===== src/lgpm_cfg.svh =====
`ifndef LGPM_CFG_SVH
`define LGPM_CFG_SVH

// register byte offsets on the wishbone bus
`define LGPM_LED_CONFIG_REG_OFS 8'h00
`define LGPM_GPIO_CFG_OFS 8'h04
`define LGPM_GPIO_DDR_OFS 8'h08
`define LGPM_PIN_STAT_OFS 8'h0C

// led_config_reg fields: role bits per pin, function field
`define LGPM_LED_EN_LSB 0
`define LGPM_LED_EN_MSB 7
`define LGPM_LED_FN_LSB 8
`define LGPM_LED_FN_MSB 9

// gpio configuration: low byte push-pull(0)/open-drain(1)
`define LGPM_GPIO_OD_LSB 0
`define LGPM_GPIO_OD_MSB 7

// data and direction: low byte data, bits 15:8 direction (1 = output)
`define LGPM_DDR_DAT_LSB 0
`define LGPM_DDR_DAT_MSB 7
`define LGPM_DDR_DIR_LSB 8
`define LGPM_DDR_DIR_MSB 15

// reset values
`define LGPM_LED_CONFIG_REG_RST 32'h00000000
`define LGPM_GPIO_CFG_RST 32'h00000000
`define LGPM_GPIO_DDR_RST 32'h00000000

`endif


===== src/lgpm_pkg.sv =====
package lgpm_pkg;
    // led function select (two bit field)
    typedef enum logic [1:0] {
        LGPM_FN_LINK,
        LGPM_FN_ACT,
        LGPM_FN_SPEED,
        LGPM_FN_DUPLEX
    } lgpm_led_fn_t;
    // per-pin role
    typedef enum logic {
        LGPM_ROLE_GPIO,
        LGPM_ROLE_LED
    } lgpm_role_t;
endpackage

===== src/lgpm_led_gpio_pin_mux.sv =====
// Decided for this implementation: register access over Wishbone and the placing of the registers.
`timescale 1ns/1ps
`include "lgpm_cfg.svh"
// Summary of operation
// - eight shared pins: low four carry port one leds, high four port two leds
// - led_config_reg bit per pin picks led or gpio role
// - led role: active-low open-drain drive, pull-up and input buffer off
// - led_config_reg bits 9:8 choose which status the led pins show
// - gpio role: push-pull, open-drain or schmitt input set by two gpio registers
// - pull-up is on for every gpio-role pin regardless of direction
// - gpio input buffer off while output, on while input
module lgpm_led_gpio_pin_mux
    import lgpm_pkg::*;
#(
    parameter int NPINS = 8
)
(
    // clock and reset
    input wire logic mclk,
    input wire logic arst_n,
    // wishbone classic slave
    input wire logic wb_cyc_i,
    input wire logic wb_stb_i,
    input wire logic wb_we_i,
    input wire logic [7:0] wb_adr_i,
    input wire logic [3:0] wb_sel_i,
    input wire logic [31:0] wb_dat_i,
    output logic [31:0] wb_dat_o,
    output logic wb_ack_o,
    output logic wb_err_o,
    // switch port status, one bit per led slot [3:0] for each of link, activity, speed and duplex
    input wire logic [3:0] port1_link,
    input wire logic [3:0] port1_act,
    input wire logic [3:0] port1_speed,
    input wire logic [3:0] port1_duplex,
    input wire logic [3:0] port2_link,
    input wire logic [3:0] port2_act,
    input wire logic [3:0] port2_speed,
    input wire logic [3:0] port2_duplex,
    // pad control
    input wire logic [NPINS-1:0] pad_in,
    output logic [NPINS-1:0] pad_out,
    output logic [NPINS-1:0] pad_oe,
    output logic [NPINS-1:0] pad_pullup_en,
    output logic [NPINS-1:0] pad_inbuf_en,
    // led view, active low, open-drain level seen on pins
    output logic [3:0] port1_status_led_n,
    output logic [3:0] port2_status_led_n
);

    // registers
    logic [31:0] led_config_reg_ff;
    logic [31:0] gpio_cfg_ff;
    logic [31:0] gpio_ddr_ff;
    logic wb_ack_ff;
    logic wb_err_ff;
    logic [31:0] wb_dat_ff;
    logic [NPINS-1:0] pad_out_ff;
    logic [NPINS-1:0] pad_oe_ff;
    logic [NPINS-1:0] pad_pu_ff;
    logic [NPINS-1:0] pad_ib_ff;
    logic [3:0] p1_led_ff;
    logic [3:0] p2_led_ff;
    logic [NPINS-1:0] pin_sync;

    // pad inputs are asynchronous to mclk
    lgpm_pin_sync #(
        .WIDTH(NPINS)
    ) u_sync (
        .mclk(mclk),
        .arst_n(arst_n),
        .raw_in(pad_in),
        .clean_out(pin_sync)
    );

    // bus decode; one request answered per access, ack drops the cycle after
    wire bus_req = wb_cyc_i && wb_stb_i && !wb_ack_ff && !wb_err_ff;
    wire hit_led = (wb_adr_i == `LGPM_LED_CONFIG_REG_OFS);
    wire hit_gcfg = (wb_adr_i == `LGPM_GPIO_CFG_OFS);
    wire hit_ddr = (wb_adr_i == `LGPM_GPIO_DDR_OFS);
    wire hit_stat = (wb_adr_i == `LGPM_PIN_STAT_OFS);
    wire hit_any = hit_led || hit_gcfg || hit_ddr || hit_stat;
    wire wr_ok = bus_req && wb_we_i && hit_any;

    // byte-lane merge for writes
    function automatic logic [31:0] lane_merge(input logic [31:0] old_v, input logic [31:0] new_v,
                                               input logic [3:0] sel);
        logic [31:0] r;
        r = old_v;
        for (int b = 0; b < 4; b++)
        begin
            if (sel[b])
            begin
                r[b*8 +: 8] = new_v[b*8 +: 8];
            end
        end
        return r;
    endfunction

    // only implemented bits are kept; others read zero
    wire [31:0] led_mask = 32'h000003FF;
    wire [31:0] gcfg_mask = 32'h000000FF;
    wire [31:0] ddr_mask = 32'h0000FFFF;
    wire [31:0] nxt_led_config_reg = lane_merge(led_config_reg_ff, wb_dat_i, wb_sel_i) & led_mask;
    wire [31:0] nxt_gpio_cfg = lane_merge(gpio_cfg_ff, wb_dat_i, wb_sel_i) & gcfg_mask;
    wire [31:0] nxt_gpio_ddr = lane_merge(gpio_ddr_ff, wb_dat_i, wb_sel_i) & ddr_mask;

    // status register shows synchronised pin levels
    wire [31:0] stat_word = {{(32-NPINS){1'b0}}, pin_sync};
    wire [31:0] nxt_rd = hit_led ? led_config_reg_ff :
                         hit_gcfg ? gpio_cfg_ff :
                         hit_ddr ? gpio_ddr_ff :
                         hit_stat ? stat_word : 32'h00000000;

    // register file writes
    always_ff @(posedge mclk or negedge arst_n)
    begin
        if (!arst_n)
        begin
            led_config_reg_ff <= `LGPM_LED_CONFIG_REG_RST;
            gpio_cfg_ff <= `LGPM_GPIO_CFG_RST;
            gpio_ddr_ff <= `LGPM_GPIO_DDR_RST;
        end
        else if (wr_ok)
        begin
            if (hit_led)
                led_config_reg_ff <= nxt_led_config_reg;
            if (hit_gcfg)
                gpio_cfg_ff <= nxt_gpio_cfg;
            if (hit_ddr)
                gpio_ddr_ff <= nxt_gpio_ddr;
        end
    end

    // bus answer: ack or err one cycle after the request; unmapped gives err
    always_ff @(posedge mclk or negedge arst_n)
    begin
        if (!arst_n)
        begin
            wb_ack_ff <= 1'b0;
            wb_err_ff <= 1'b0;
            wb_dat_ff <= 32'h00000000;
        end
        else
        begin
            wb_ack_ff <= bus_req && hit_any;
            wb_err_ff <= bus_req && !hit_any;
            wb_dat_ff <= (bus_req && !wb_we_i) ? nxt_rd : 32'h00000000;
        end
    end

    // led function select and active-low state
    wire [1:0] fn_bits = led_config_reg_ff[`LGPM_LED_FN_MSB:`LGPM_LED_FN_LSB];
    lgpm_led_fn_t led_fn;
    assign led_fn = lgpm_led_fn_t'(fn_bits);
    wire [3:0] p1_sel = (led_fn == LGPM_FN_LINK) ? port1_link :
                        (led_fn == LGPM_FN_ACT) ? port1_act :
                        (led_fn == LGPM_FN_SPEED) ? port1_speed : port1_duplex;
    wire [3:0] p2_sel = (led_fn == LGPM_FN_LINK) ? port2_link :
                        (led_fn == LGPM_FN_ACT) ? port2_act :
                        (led_fn == LGPM_FN_SPEED) ? port2_speed : port2_duplex;
    wire [NPINS-1:0] led_on = {p2_sel, p1_sel};

    // per-pin pad control
    logic [NPINS-1:0] nxt_pad_out;
    logic [NPINS-1:0] nxt_pad_oe;
    logic [NPINS-1:0] nxt_pad_pu;
    logic [NPINS-1:0] nxt_pad_ib;
    genvar gp;
    generate
        for (gp = 0; gp < NPINS; gp++)
        begin : g_pin
            wire is_led = led_config_reg_ff[`LGPM_LED_EN_LSB + gp];
            wire g_dir = gpio_ddr_ff[`LGPM_DDR_DIR_LSB + gp];
            wire g_dat = gpio_ddr_ff[`LGPM_DDR_DAT_LSB + gp];
            wire g_od = gpio_cfg_ff[`LGPM_GPIO_OD_LSB + gp];
            // led: drive low when lit, release otherwise; output value always 0
            assign nxt_pad_out[gp] = is_led ? 1'b0 : (g_od ? 1'b0 : g_dat);
            assign nxt_pad_oe[gp] = is_led ? led_on[gp] :
                                    (g_dir ? (g_od ? !g_dat : 1'b1) : 1'b0);
            assign nxt_pad_pu[gp] = !is_led;
            assign nxt_pad_ib[gp] = !is_led && !g_dir;
        end
    endgenerate

    // wired level on led pins as seen outside (low while sinking)
    wire [NPINS-1:0] led_n_lvl = ~(led_on & led_config_reg_ff[`LGPM_LED_EN_MSB:`LGPM_LED_EN_LSB]);

    // all pad outputs registered so the pins never glitch on decode changes
    always_ff @(posedge mclk or negedge arst_n)
    begin
        if (!arst_n)
        begin
            pad_out_ff <= '0;
            pad_oe_ff <= '0;
            pad_pu_ff <= '1;
            pad_ib_ff <= '1;
            p1_led_ff <= 4'hF;
            p2_led_ff <= 4'hF;
        end
        else
        begin
            pad_out_ff <= nxt_pad_out;
            pad_oe_ff <= nxt_pad_oe;
            pad_pu_ff <= nxt_pad_pu;
            pad_ib_ff <= nxt_pad_ib;
            p1_led_ff <= led_n_lvl[3:0];
            p2_led_ff <= led_n_lvl[7:4];
        end
    end

    assign pad_out = pad_out_ff;
    assign pad_oe = pad_oe_ff;
    assign pad_pullup_en = pad_pu_ff;
    assign pad_inbuf_en = pad_ib_ff;
    assign port1_status_led_n = p1_led_ff;
    assign port2_status_led_n = p2_led_ff;
    assign wb_ack_o = wb_ack_ff;
    assign wb_err_o = wb_err_ff;
    assign wb_dat_o = wb_dat_ff;

    // led-role pin never drives high and has pull-up and input buffer off
    property p_led_od;
        @(posedge mclk) disable iff (!arst_n)
        $past(led_config_reg_ff[0]) |-> (!pad_out[0] && !pad_pullup_en[0] && !pad_inbuf_en[0]);
    endproperty
    a_led_od: assert property (p_led_od) else $error("led pin not open-drain");

    // lit led sinks the pin one cycle after status rises
    property p_led_on;
        @(posedge mclk) disable iff (!arst_n)
        (led_config_reg_ff[4] && led_fn == LGPM_FN_LINK && port2_link[0]) ##1 led_config_reg_ff[4]
        |-> pad_oe[4] && !port2_status_led_n[0];
    endproperty
    a_led_on: assert property (p_led_on) else $error("port2 led not lit");

    // function field steers the led source: activity chosen, so a live link alone leaves pin zero dark
    property p_fn_sel;
        @(posedge mclk) disable iff (!arst_n)
        (led_config_reg_ff[0] && fn_bits == 2'h1 && !port1_act[0] && port1_link[0])
        |=> !pad_oe[0];
    endproperty
    a_fn_sel: assert property (p_fn_sel) else $error("led function ignored");

    // gpio pin keeps pull-up on
    property p_gpio_pu;
        @(posedge mclk) disable iff (!arst_n)
        !led_config_reg_ff[2] |=> pad_pullup_en[2];
    endproperty
    a_gpio_pu: assert property (p_gpio_pu) else $error("gpio pull-up off");

    // output direction disables input buffer
    property p_gpio_ib;
        @(posedge mclk) disable iff (!arst_n)
        (!led_config_reg_ff[3] && gpio_ddr_ff[11]) |=> !pad_inbuf_en[3];
    endproperty
    a_gpio_ib: assert property (p_gpio_ib) else $error("input buffer on while output");

    // push-pull output drives both levels
    property p_gpio_pp;
        @(posedge mclk) disable iff (!arst_n)
        (!led_config_reg_ff[5] && gpio_ddr_ff[13] && !gpio_cfg_ff[5])
        |=> pad_oe[5] && (pad_out[5] == $past(gpio_ddr_ff[5]));
    endproperty
    a_gpio_pp: assert property (p_gpio_pp) else $error("push-pull drive wrong");

    // open-drain output never drives high
    property p_gpio_od;
        @(posedge mclk) disable iff (!arst_n)
        (!led_config_reg_ff[6] && gpio_cfg_ff[6]) |=> !pad_out[6];
    endproperty
    a_gpio_od: assert property (p_gpio_od) else $error("open-drain drove high");

    // role write lands and reads back
    property p_role_wr;
        @(posedge mclk) disable iff (!arst_n)
        (wr_ok && hit_led && wb_sel_i[0]) |=> led_config_reg_ff[7:0] == $past(wb_dat_i[7:0]);
    endproperty
    a_role_wr: assert property (p_role_wr) else $error("role write lost");

    // port two leds live on the high pins
    property p_port_map;
        @(posedge mclk) disable iff (!arst_n)
        (led_config_reg_ff[7] && fn_bits == 2'h3) ##1 led_config_reg_ff[7]
        |-> pad_oe[7] == $past(port2_duplex[3]);
    endproperty
    a_port_map: assert property (p_port_map) else $error("port led mapping wrong");

    // led-role pin on the high side keeps pull-up and input buffer off as well
    property p_led_pad7;
        @(posedge mclk) disable iff (!arst_n)
        led_config_reg_ff[7] |=> (!pad_pullup_en[7] && !pad_inbuf_en[7] && !pad_out[7]);
    endproperty
    a_led_pad7: assert property (p_led_pad7) else $error("high led pin pad wrong");

    // input direction releases the pin and keeps the schmitt input buffer on
    property p_gpio_in;
        @(posedge mclk) disable iff (!arst_n)
        (!led_config_reg_ff[0] && !gpio_ddr_ff[8]) |=> (!pad_oe[0] && pad_inbuf_en[0]);
    endproperty
    a_gpio_in: assert property (p_gpio_in) else $error("gpio input pin driven");

    // lit status pulls the active-low led view down one cycle later
    property p_led_inv;
        @(posedge mclk) disable iff (!arst_n)
        (led_config_reg_ff[2] && fn_bits == 2'h2) |=> port1_status_led_n[2] == !$past(port1_speed[2]);
    endproperty
    a_led_inv: assert property (p_led_inv) else $error("led view not inverted");

endmodule


===== src/lgpm_pin_sync.sv =====
`timescale 1ns/1ps
// three-stage input synchroniser per pin; change accepted when stages two and three agree
module lgpm_pin_sync
    import lgpm_pkg::*;
#(
    parameter int WIDTH = 8
)
(
    // clock and reset
    input wire logic mclk,
    input wire logic arst_n,
    // raw and filtered levels
    input wire logic [WIDTH-1:0] raw_in,
    output logic [WIDTH-1:0] clean_out
);

    genvar gi;
    generate
        for (gi = 0; gi < WIDTH; gi++)
        begin : g_bit
            logic s1_ff;
            logic s2_ff;
            logic s3_ff;
            logic hold_ff;
            wire agree = (s2_ff == s3_ff);
            wire nxt_hold = agree ? s3_ff : hold_ff;
            // first stage feeds only the second
            always_ff @(posedge mclk or negedge arst_n)
            begin
                if (!arst_n)
                begin
                    s1_ff <= 1'b0;
                    s2_ff <= 1'b0;
                    s3_ff <= 1'b0;
                    hold_ff <= 1'b0;
                end
                else
                begin
                    s1_ff <= raw_in[gi];
                    s2_ff <= s1_ff;
                    s3_ff <= s2_ff;
                    hold_ff <= nxt_hold;
                end
            end
            assign clean_out[gi] = hold_ff;
        end
    endgenerate

endmodule


===== config.mk =====
export PLATFORM = sky130hd
export DESIGN_NAME = lgpm_led_gpio_pin_mux
export DESIGN_NICKNAME = d
export VERILOG_FILES = /design/src/lgpm_pkg.sv /design/src/lgpm_led_gpio_pin_mux.sv /design/src/lgpm_pin_sync.sv
export VERILOG_INCLUDE_DIRS = /design/src /design/src/src
export SDC_FILE = /design/constraint.sdc
export NUM_CORES = 1
export LEC_CHECK = 0
export BUFFER_PORTS_ARGS = -buffer_cell sky130_fd_sc_hd__buf_2
export CAP_MARGIN = 20
export CORE_MARGIN = 2
export CORE_UTILIZATION = 50
export CTS_CLUSTER_SIZE = 8
export DETAILED_ROUTE_END_ITERATION = 12
export GPL_TIMING_DRIVEN = 0
export PLACE_DENSITY = 0.8
export SLEW_MARGIN = 20
export SYNTH_ARGS = -nofsm -noshare
export SYNTH_HDL_FRONTEND = slang
export SYNTH_SLANG_ARGS = --single-unit

===== constraint.sdc =====
create_clock -name mclk -period 2.2 [get_ports mclk]
set_input_delay 0.11 -clock mclk [delete_from_list [all_inputs] [get_ports mclk]]
set_output_delay 0.11 -clock mclk [all_outputs]
set_load 0.1 [all_outputs]

# == Word level (Yosys, flattened, before mapping) ==
# Cells that the tools add are included.
# word_totals
reg_bits,124
word_cells,166
# classes
n_eq_ne,13
n_mux,51
bitwise_logic,2
n_reduce_logical,54
# op_table
op,n
$mux W16,4
$mux W1,40
$logic_not A1 Y1,28
$mux W4,6
$eq A8 B4 Y1 const B,2
$logic_and A1 B1 Y1,16
$reduce_and A3 Y1,5
$and A8 B8 Y8,1
$eq A1 B1 Y1,8
$eq A8 B3 Y1 const B,1
$logic_not A8 Y1,1
$mux W8,1
$not A8 Y8,1
$logic_or A1 B1 Y1,3
$eq A2 B1 Y1 const B,1
$eq A2 B2 Y1 const B,1
$logic_not A2 Y1,1

# == Logic depth before layout (Yosys ltp) ==
# Gate-level depths: netlist of run 1.
# depth
depth_word,6
ltp_mapped,5
ltp_nobuf,3

# == Hierarchy ==
# From an unflattened synthesis of run 1, not the netlist that was laid out.
# unflattened
cells_unflattened,309
area_unflattened_um2,4773.3
# modules_own_cells
mod,n_inst,cells_each,area_per_inst_um2
lgpm_led_gpio_pin_mux,1,261,3822.4
lgpm_pin_sync,1,48,950.9

# == Worst setup path before layout of run 1 ==
# OpenSTA, ideal clock, no wires.
# synth_timing
path_type,register -> register
start,register wb_err_ff (netlist: wb_err_o)
end,register gpio_ddr_ff[10]
setup_ns,0.125
arrival_time_ns,2.220
path_slack_ns,-0.145
path_stages_with_launch,5
path_buffers,1
period_less_slack_ns,2.345
path_cell_list,dfrtp_1 nand4bb_1 clkbuf_1 nor4_4 mux2_2
# synth_via
elab_chain_len,5
# synth_lines
item,line,text
from (decl),lgpm_led_gpio_pin_mux.sv:56,logic wb_err_ff;
from (signal assigned),lgpm_led_gpio_pin_mux.sv:147,wb_err_ff <= bus_req && !hit_any;
$logic_not A1 Y1,lgpm_led_gpio_pin_mux.sv:77,wire bus_req = wb_cyc_i && wb_stb_i && !wb_ack_ff && !wb_err_ff;
$logic_and A1 B1 Y1,lgpm_led_gpio_pin_mux.sv:77,
$logic_and A1 B1 Y1 (2 in series),lgpm_led_gpio_pin_mux.sv:83,wire wr_ok = bus_req && wb_we_i && hit_any;
$reduce_and A3 Y1 (no line),--,
to (signal assigned),lgpm_led_gpio_pin_mux.sv:122,gpio_ddr_ff <= `LGPM_GPIO_DDR_RST;
to (signal assigned),lgpm_led_gpio_pin_mux.sv:131,gpio_ddr_ff <= nxt_gpio_ddr;
to (decl),lgpm_led_gpio_pin_mux.sv:54,logic [31:0] gpio_ddr_ff;
# Every way passes these cells.
# A chain may end at the register's enable or synchronous reset.

# == Worst setup path after layout of run 1 ==
# layout_timing
start,register led_config_reg_ff[9]
end,register p1_led_ff[3] (netlist: port1_status_led_n[3])
# layout_via
elab_chain_len,6
word_cells_on_any_way,8
classes_between,eq/ne: 2; mux: 3; bitwise: 2; reduce/logical: 1
# layout_lines
item,line,text
from (decl),lgpm_led_gpio_pin_mux.sv:52,logic [31:0] led_config_reg_ff;
from (signal assigned),lgpm_led_gpio_pin_mux.sv:120,led_config_reg_ff <= `LGPM_LED_CONFIG_REG_RST;
from (signal assigned),lgpm_led_gpio_pin_mux.sv:127,led_config_reg_ff <= nxt_led_config_reg;
$eq A2 B2 Y1,lgpm_led_gpio_pin_mux.sv:158,(led_fn == LGPM_FN_SPEED) ? port1_speed : port1_duplex;
$mux W4,lgpm_led_gpio_pin_mux.sv:158,
$mux W4,lgpm_led_gpio_pin_mux.sv:157,(led_fn == LGPM_FN_ACT) ? port1_act :
$mux W4 *,lgpm_led_gpio_pin_mux.sv:156,wire [3:0] p1_sel = (led_fn == LGPM_FN_LINK) ? port1_link :
$and A8 B8 Y8 *,lgpm_led_gpio_pin_mux.sv:187,wire [NPINS-1:0] led_n_lvl = ~(led_on & led_config_reg_ff[`LGPM_LED_EN_MSB:`LGPM_LED_EN_LSB]);
$not A8 Y8 *,lgpm_led_gpio_pin_mux.sv:187,
via led_n_lvl[3],lgpm_led_gpio_pin_mux.sv:187,
to (signal assigned),lgpm_led_gpio_pin_mux.sv:207,p1_led_ff <= led_n_lvl[3:0];
to (decl),lgpm_led_gpio_pin_mux.sv:62,logic [3:0] p1_led_ff;
# The timed path passes the listed nets; every way through them passes the cells marked *.

==> impl_metrics.env, run 1 <==
export IMPL_worst_ir_drop_vdd_mv=0.493
export IMPL_ys_ff_latch=124
export IMPL_fin_crit_sh_pct=96.6
export IMPL_drtAntennaViolNets=0
export IMPL_fin_cells=632
export IMPL_grt_use_total_pct=22.9
export IMPL_period_needed_ps=2120
export IMPL_met2_usage_pct=38.4
export IMPL_hp_class="in2reg"
export IMPL_met1_usage_pct=29.8
export IMPL_cts_buffer_depth=2
export IMPL_drv_cap=0
export IMPL_crit_type="reg2reg"
export IMPL_worstPathRequired_ps=2640
export IMPL_min_from="port1_duplex[0]"
export IMPL_place_inst=559
export IMPL_antenna_found_initial=0
export IMPL_cp_slowest_cell="clkbuf_1"
export IMPL_vias=3166
export IMPL_fmax_mhz=471
export IMPL_crit_chain="clkbuf_1, mux4_2, nand2_1, dlygate4sd3_1"
export IMPL_postLayoutSetupSlackWorst_ps=75.0
export IMPL_critPathLaunchType="flip-flop"
export IMPL_end_kind="flip-flop"
export IMPL_ioPinCount=163
export IMPL_status="complete, no violations"
export IMPL_cp_num_buf_inv=2
export IMPL_grt_pass1_wl_mm=17.2
export IMPL_r2r_start="led_config_reg_ff[9]"
export IMPL_row_count=35
export IMPL_n_antenna_cell=0
export IMPL_path_delay_family="buffers and inverters"
export IMPL_cts_resized=0
export IMPL_drive_gt1_share_pct=49.3
export IMPL_synth_top_cell_by_area="dfrtp_1"
export IMPL_hpwl_mm=7.13
export IMPL_first_pass_iters=4
export IMPL_hold_violations=0
export IMPL_grt_overflow=0
export IMPL_slew_headroom_pct=37.7
export IMPL_grt_setup_unrepaired="no"
export IMPL_fin_area_sq_um=6590
export IMPL_leakage_uw=0.00316
export IMPL_dieWidth_microns=101
export IMPL_num_fill_cells=631
export IMPL_setup_viol=0
export IMPL_place_ws_ps=-29.3
export IMPL_fin_skew_ps=5.15
export IMPL_worst_hold_slack_ps=52.8
export IMPL_startpoint="led_config_reg_ff[9]"
export IMPL_r2r_slack_ps=80
export IMPL_grt_busiest_layer="met2"
export IMPL_slew_viol_final=0
export IMPL_avgSynthCellArea_sq_um=15.6
export IMPL_syn_instance_count=304
export IMPL_yosysSeqAreaShare_pct=66.2
export IMPL_final_common_cell="buf_2"
export IMPL_synth_area_leaders="dfrtp_1, dfstp_2, mux2_2"
export IMPL_numCtsBuffers=17
export IMPL_cp_slowest_stage_delay_ps=630
export IMPL_grt_max_degree=67
export IMPL_dieHeight_microns=101
export IMPL_dieArea_sq_um=10300
export IMPL_tritoncts="done"
export IMPL_synthesis_area_sq_um=4730
export IMPL_start_util_pct=51.5
export IMPL_ys_warnings_count=0
export IMPL_placed_area_sq_um=5600
export IMPL_clkLatencyLatePin_ps=500
export IMPL_power_uw=5510
export IMPL_synth_top_area_share_pct=52.9
export IMPL_h_tree_depth=4
export IMPL_gp_congestion=0.751
export IMPL_cts_root_buf="clkbuf_8"
export IMPL_fin_nets=597
export IMPL_clkSlewWorstSetupHoldPaths_ps=60
export IMPL_grt_pass1_vias=3313
export IMPL_syn2layout_area_growth_pct=39.2
export IMPL_drc=0
export IMPL_drt_initial_drc_count=77
export IMPL_path_max_fanout=10
export IMPL_final_cell_mix="buf_2, dfrtp_1, dlygate4sd3_1"
export IMPL_power_per_cell_area_nw_per_um2=837
export IMPL_vias_per_cell=5.01
export IMPL_core_sq_um=9200
export IMPL_yosysUniqueCellTypes=31
export IMPL_grt_use_met3_pct=5.04
export IMPL_worst_pin_slew_ps=935
export IMPL_wl_per_cell_microns=17.3
export IMPL_port_buffers=128
export IMPL_crit_arrival_ps=2570
export IMPL_drt_total_wl_mm=10.9
export IMPL_cts_sinks=124
## final cells by class
cell class | count | area [sq um] | share of cell area (%)
buffer | 26 | 163 | 2.47
clock buffer | 20 | 425 | 6.46
tap | 111 | 139 | 2.11
multi-input combinational | 155 | 1440 | 21.9
sequential | 124 | 3140 | 47.6
timing repair buffer | 170 | 1080 | 16.5
clock inverter | 12 | 148 | 2.24
inverter | 14 | 52.6 | 0.798
## through the flow
| step | utilization [%] | setup TNS [ps] |
|---|---|---|
| 4_1_cts | 71.6 | 0 |
| 2_1_floorplan | - | 0 |
| 5_1_grt | 71.6 | 0 |
| 6_report | 71.6 | 0 |
| 3_3_place_gp | 60.6 | -34810 |
| 3_5_place_dp | 60.9 | -249 |
## repair_timing
| action | in CTS | in global routing |
|---|---|---|
| hold buffers | 41 | 0 |
| gates cloned | 0 | 0 |
| hold endpoints to repair | 108 | 0 |
| pin swaps | 3 | 1 |
| endpoints found under the setup margin | 22 | 8 |
| setup buffers | 0 | 0 |
## metal layers
metal / share of wire [%] / vias to the layer above
met5: 0 / -
met4: 0.90 / 0
met3: 4.6 / 12
met2: 51 / 121
met1: 43 / 1588
li1: - / 1445
## where the power goes
group	internal [uW]	switching (uW)	total (uW)
logic	164	301	465
registers	2340	25.0	2360
clock network	1720	972	2690
## final timing paths
path,to,cells after the start
setup reg to reg,port1_status_led_n[3],4
hold / removal,pad_oe[0],4
hold reg to reg,u_sync.g_bit[5].s2_ff,0
min in group asynchronous,u_sync.g_bit[1].s2_ff,2
setup / recovery,port1_status_led_n[3],4
max in group asynchronous,pad_inbuf_en[7],3
## Yosys cell counts
library cell	count
and2_1	5
maj3_1	8
nand2b_1	1
nor3b_1	8
nor4_4	4
mux2_2	32
mux2i_1	2
nor4b_2	1
dfstp_2	24
buf_2	1
nand4bb_1	1
buf_4	17
o31ai_1	5
conb_1	1
mux4_2	16
nor4_1	6
inv_1	14
or2_2	1
or4_1	2
or3_1	1
nor2b_1	8
nand4b_1	3
or4bb_1	2
dfrtp_1	100
buf_1	1
nor2_1	13
or4b_2	1
mux2_1	2
nand2_1	14
clkbuf_1	7
nand3_1	3
## tightest hold or removal path: stages
cell	delay [ps]
buf_2	70
mux4_2	220
nand2_1	60
nand2_1	50
## logic make-up (layout without fill, tap and decap cells)
group	after synthesis	in the layout	synth area share, %
flip-flops	124	124	66.2
AO/OA/AOI/OAI	5	5	0.793
adder cells (fa/ha/maj)	8	8	1.69
other	1	16	0.0792
AND/OR/NAND/NOR	74	74	10.6
buffers and inverters	40	242	4.55
multiplexers	52	52	16.1
(Power assumes the default switching activity.)
==> run 2, diff against run 1 <==
BUFFER_PORTS_ARGS = -buffer_cell sky130_fd_sc_hd__clkbuf_2   (was -buffer_cell sky130_fd_sc_hd__buf_2)
CELL_PAD_IN_SITES_DETAIL_PLACEMENT = 0   (was default)
CELL_PAD_IN_SITES_GLOBAL_PLACEMENT = 1   (was default)
CORE_ASPECT_RATIO = 2   (was default)
CORE_UTILIZATION = 40   (was 50)
PLACE_DENSITY = default   (was 0.8)
PLACE_DENSITY_LB_ADDON = 0.1   (was default)
==> impl_metrics.env, run 2 (synthesis gave the netlist of run 1 again) <==
export IMPL_final_core_util_pct=55.8
export IMPL_setup_viol=0
export IMPL_crit_type="reg2reg"
export IMPL_pwr_share_seq_pct=44.3
export IMPL_fin_cells=655
export IMPL_worst_ir_drop_vdd_mv=0.530
export IMPL_end_kind="flip-flop"
export IMPL_drt_total_wl_mm=10.6
export IMPL_m1WireLength_mm=4.02
export IMPL_fin_crit_sh_pct=93.7
export IMPL_cp_num_buf_inv=1
export IMPL_power_uw=5340
export IMPL_drive_gt1_share_pct=51.0
export IMPL_drt_initial_drc_count=139
export IMPL_tritoncts="done"
export IMPL_hp_class="in2reg"
export IMPL_dieArea_sq_um=12800
export IMPL_cts_root_buf="clkbuf_16"
export IMPL_ioPinCount=163
export IMPL_clkLatencyLatePin_ps=410
export IMPL_postLayoutSetupSlackWorst_ps=139
export IMPL_numCtsBuffers=17
export IMPL_antenna_found_initial=0
export IMPL_path_delay_family="simple AND/OR/NAND/NOR gates"
export IMPL_first_pass_iters=4
export IMPL_vias_per_cell=4.70
export IMPL_slew_headroom_pct=38.3
export IMPL_row_count=56
export IMPL_wl_per_cell_microns=16.1
export IMPL_seqCellArea_sq_um=3140
export IMPL_p_comb_share_pct=8.4
export IMPL_place_ws_ps=-98.4
export IMPL_drv_cap=0
export IMPL_h_tree_depth=4
export IMPL_grt_pass1_vias=3200
export IMPL_place_inst=593
export IMPL_crit_arrival_ps=2350
export IMPL_path_max_fanout=9
export IMPL_worst_pin_slew_ps=925
export IMPL_dieHeight_microns=158
export IMPL_grt_setup_unrepaired="no"
export IMPL_fin_skew_ps=8.17
export IMPL_p_sw_uw=1240
export IMPL_fin_setup_tns_ps=0
export IMPL_num_fill_cells=1062
export IMPL_intPower_uw=4090
export IMPL_cp_slowest_stage_delay_ps=640
export IMPL_cp_slowest_cell="nor4_4"
export IMPL_grt_pass1_wl_mm=16.7
export IMPL_dr_wl_met3_microns=563
export IMPL_start_util_pct=40.7
export IMPL_grt_use_total_pct=18.3
export IMPL_drc=0
export IMPL_hpwl_mm=7.48
export IMPL_critPathLaunchType="flip-flop"
export IMPL_fin_nets=586
export IMPL_status="complete, no violations"
export IMPL_dr_wl_met2_mm=5.82
export IMPL_syn2layout_area_growth_pct=37.2
export IMPL_final_cell_mix="clkbuf_2, dfrtp_1, mux2_2"
export IMPL_period_needed_ps=2060
export IMPL_leakage_uw=0.00315
export IMPL_hold_violations=0
export IMPL_cts_resized=0
export IMPL_n_antenna_cell=0
export IMPL_grt_overflow=0
export IMPL_worstPathRequired_ps=2490
export IMPL_final_common_cell="clkbuf_2"
export IMPL_switching_share_pct=23.3
export IMPL_routed_top_layer="met4"
export IMPL_gp_congestion=0.732
export IMPL_cts_buffer_depth=2
export IMPL_fmax_mhz=485
export IMPL_vias=3077
export IMPL_clkSlewWorstSetupHoldPaths_ps=50
export IMPL_drtAntennaViolNets=0
export IMPL_dieWidth_microns=80.9
export IMPL_slew_viol_final=0
export IMPL_cts_sinks=124
export IMPL_power_per_cell_area_nw_per_um2=822
export IMPL_pwr_share_clk_pct=47.3
export IMPL_port_buffers=128
export IMPL_crit_chain="nand4bb_1, clkbuf_1, nor4_4, mux2_2"
export IMPL_core_sq_um=11600
export IMPL_multi_input_area_sq_um=1440
export IMPL_grt_max_degree=93
run 2: changes by cell type in the layout (fill, tap and decap cells not counted), moves of 4 or more:
cell | before | now
buf_2 | 128 | 1
buf_4 | 17 | 21
clkbuf_2 | 0 | 127
dlygate4sd3_1 | 41 | 25
run 2: worst reg2reg max path: cells and delay by family, from the launching register on:
kind                   cells  cell delay [ps]
DFF                        1              430
buffers and inverters      1              300
and+or+nand+nor            2              810
muxes                      1              410
run 2: metrics by stage:
stage,instance area (sq um),hold WS [ps]
global route,6490,77.0
finish,6490,61.7
floorplan,4790,-186
CTS,6440,43.9
detailed placement,5650,28.0
global placement,5610,219
run 2: path summary, 6_finish.rpt:
path                                           end  slack (ps)             startpoint  cells past startpoint
hold reg to reg              u_sync.g_bit[0].s2_ff         350  u_sync.g_bit[0].s1_ff                      0
min in group asynchronous  u_sync.g_bit[5].hold_ff         160                 arst_n                      2
max in group asynchronous         pad_pullup_en[3]        1280                 arst_n                      3
setup reg to reg                   gpio_ddr_ff[15]         140               wb_ack_o                      4
setup / recovery                   gpio_ddr_ff[15]         140               wb_ack_o                      4
hold / removal               port2_status_led_n[2]          60          port2_link[2]                      3
run 2: repair_timing:
action                                  CTS  global route
endpoints found under the setup margin   28            24
hold buffers                             25             0
hold endpoints to repair                 93             0
pin swaps                                 4             3
setup buffers                             0             5
run 2: power groups by stage:
| stage | Sequential, uW | Combinational [uW] | Clock, uW |
|---|---|---|---|
| 6_report | 2360 | 451 | 2520 |
| 5_1_grt | 2370 | 484 | 2690 |
| 2_1_floorplan | 2450 | 220 | 0 |
| 4_1_cts | 2360 | 457 | 2580 |
| 3_5_place_dp | 2400 | 420 | 0 |
| 3_3_place_gp | 2400 | 407 | 0 |
run 2: layer usage:
layer  up-vias  track usage, %
li1       1418               -
met3        14            5.07
met1      1523            21.1
met4         0            7.34
met2       122            31.6
met5         -               0
run 2: cell type report:
| class | count | share of cell area, % |
|---|---|---|
| sequential | 124 | 48.3 |
| multi-input combinational | 155 | 22.2 |
| timing repair buffer | 159 | 15.1 |
| clock buffer | 24 | 7.27 |
| tap | 145 | 2.79 |
| buffer | 26 | 2.51 |
| clock inverter | 8 | 1.08 |
| inverter | 14 | 0.810 |
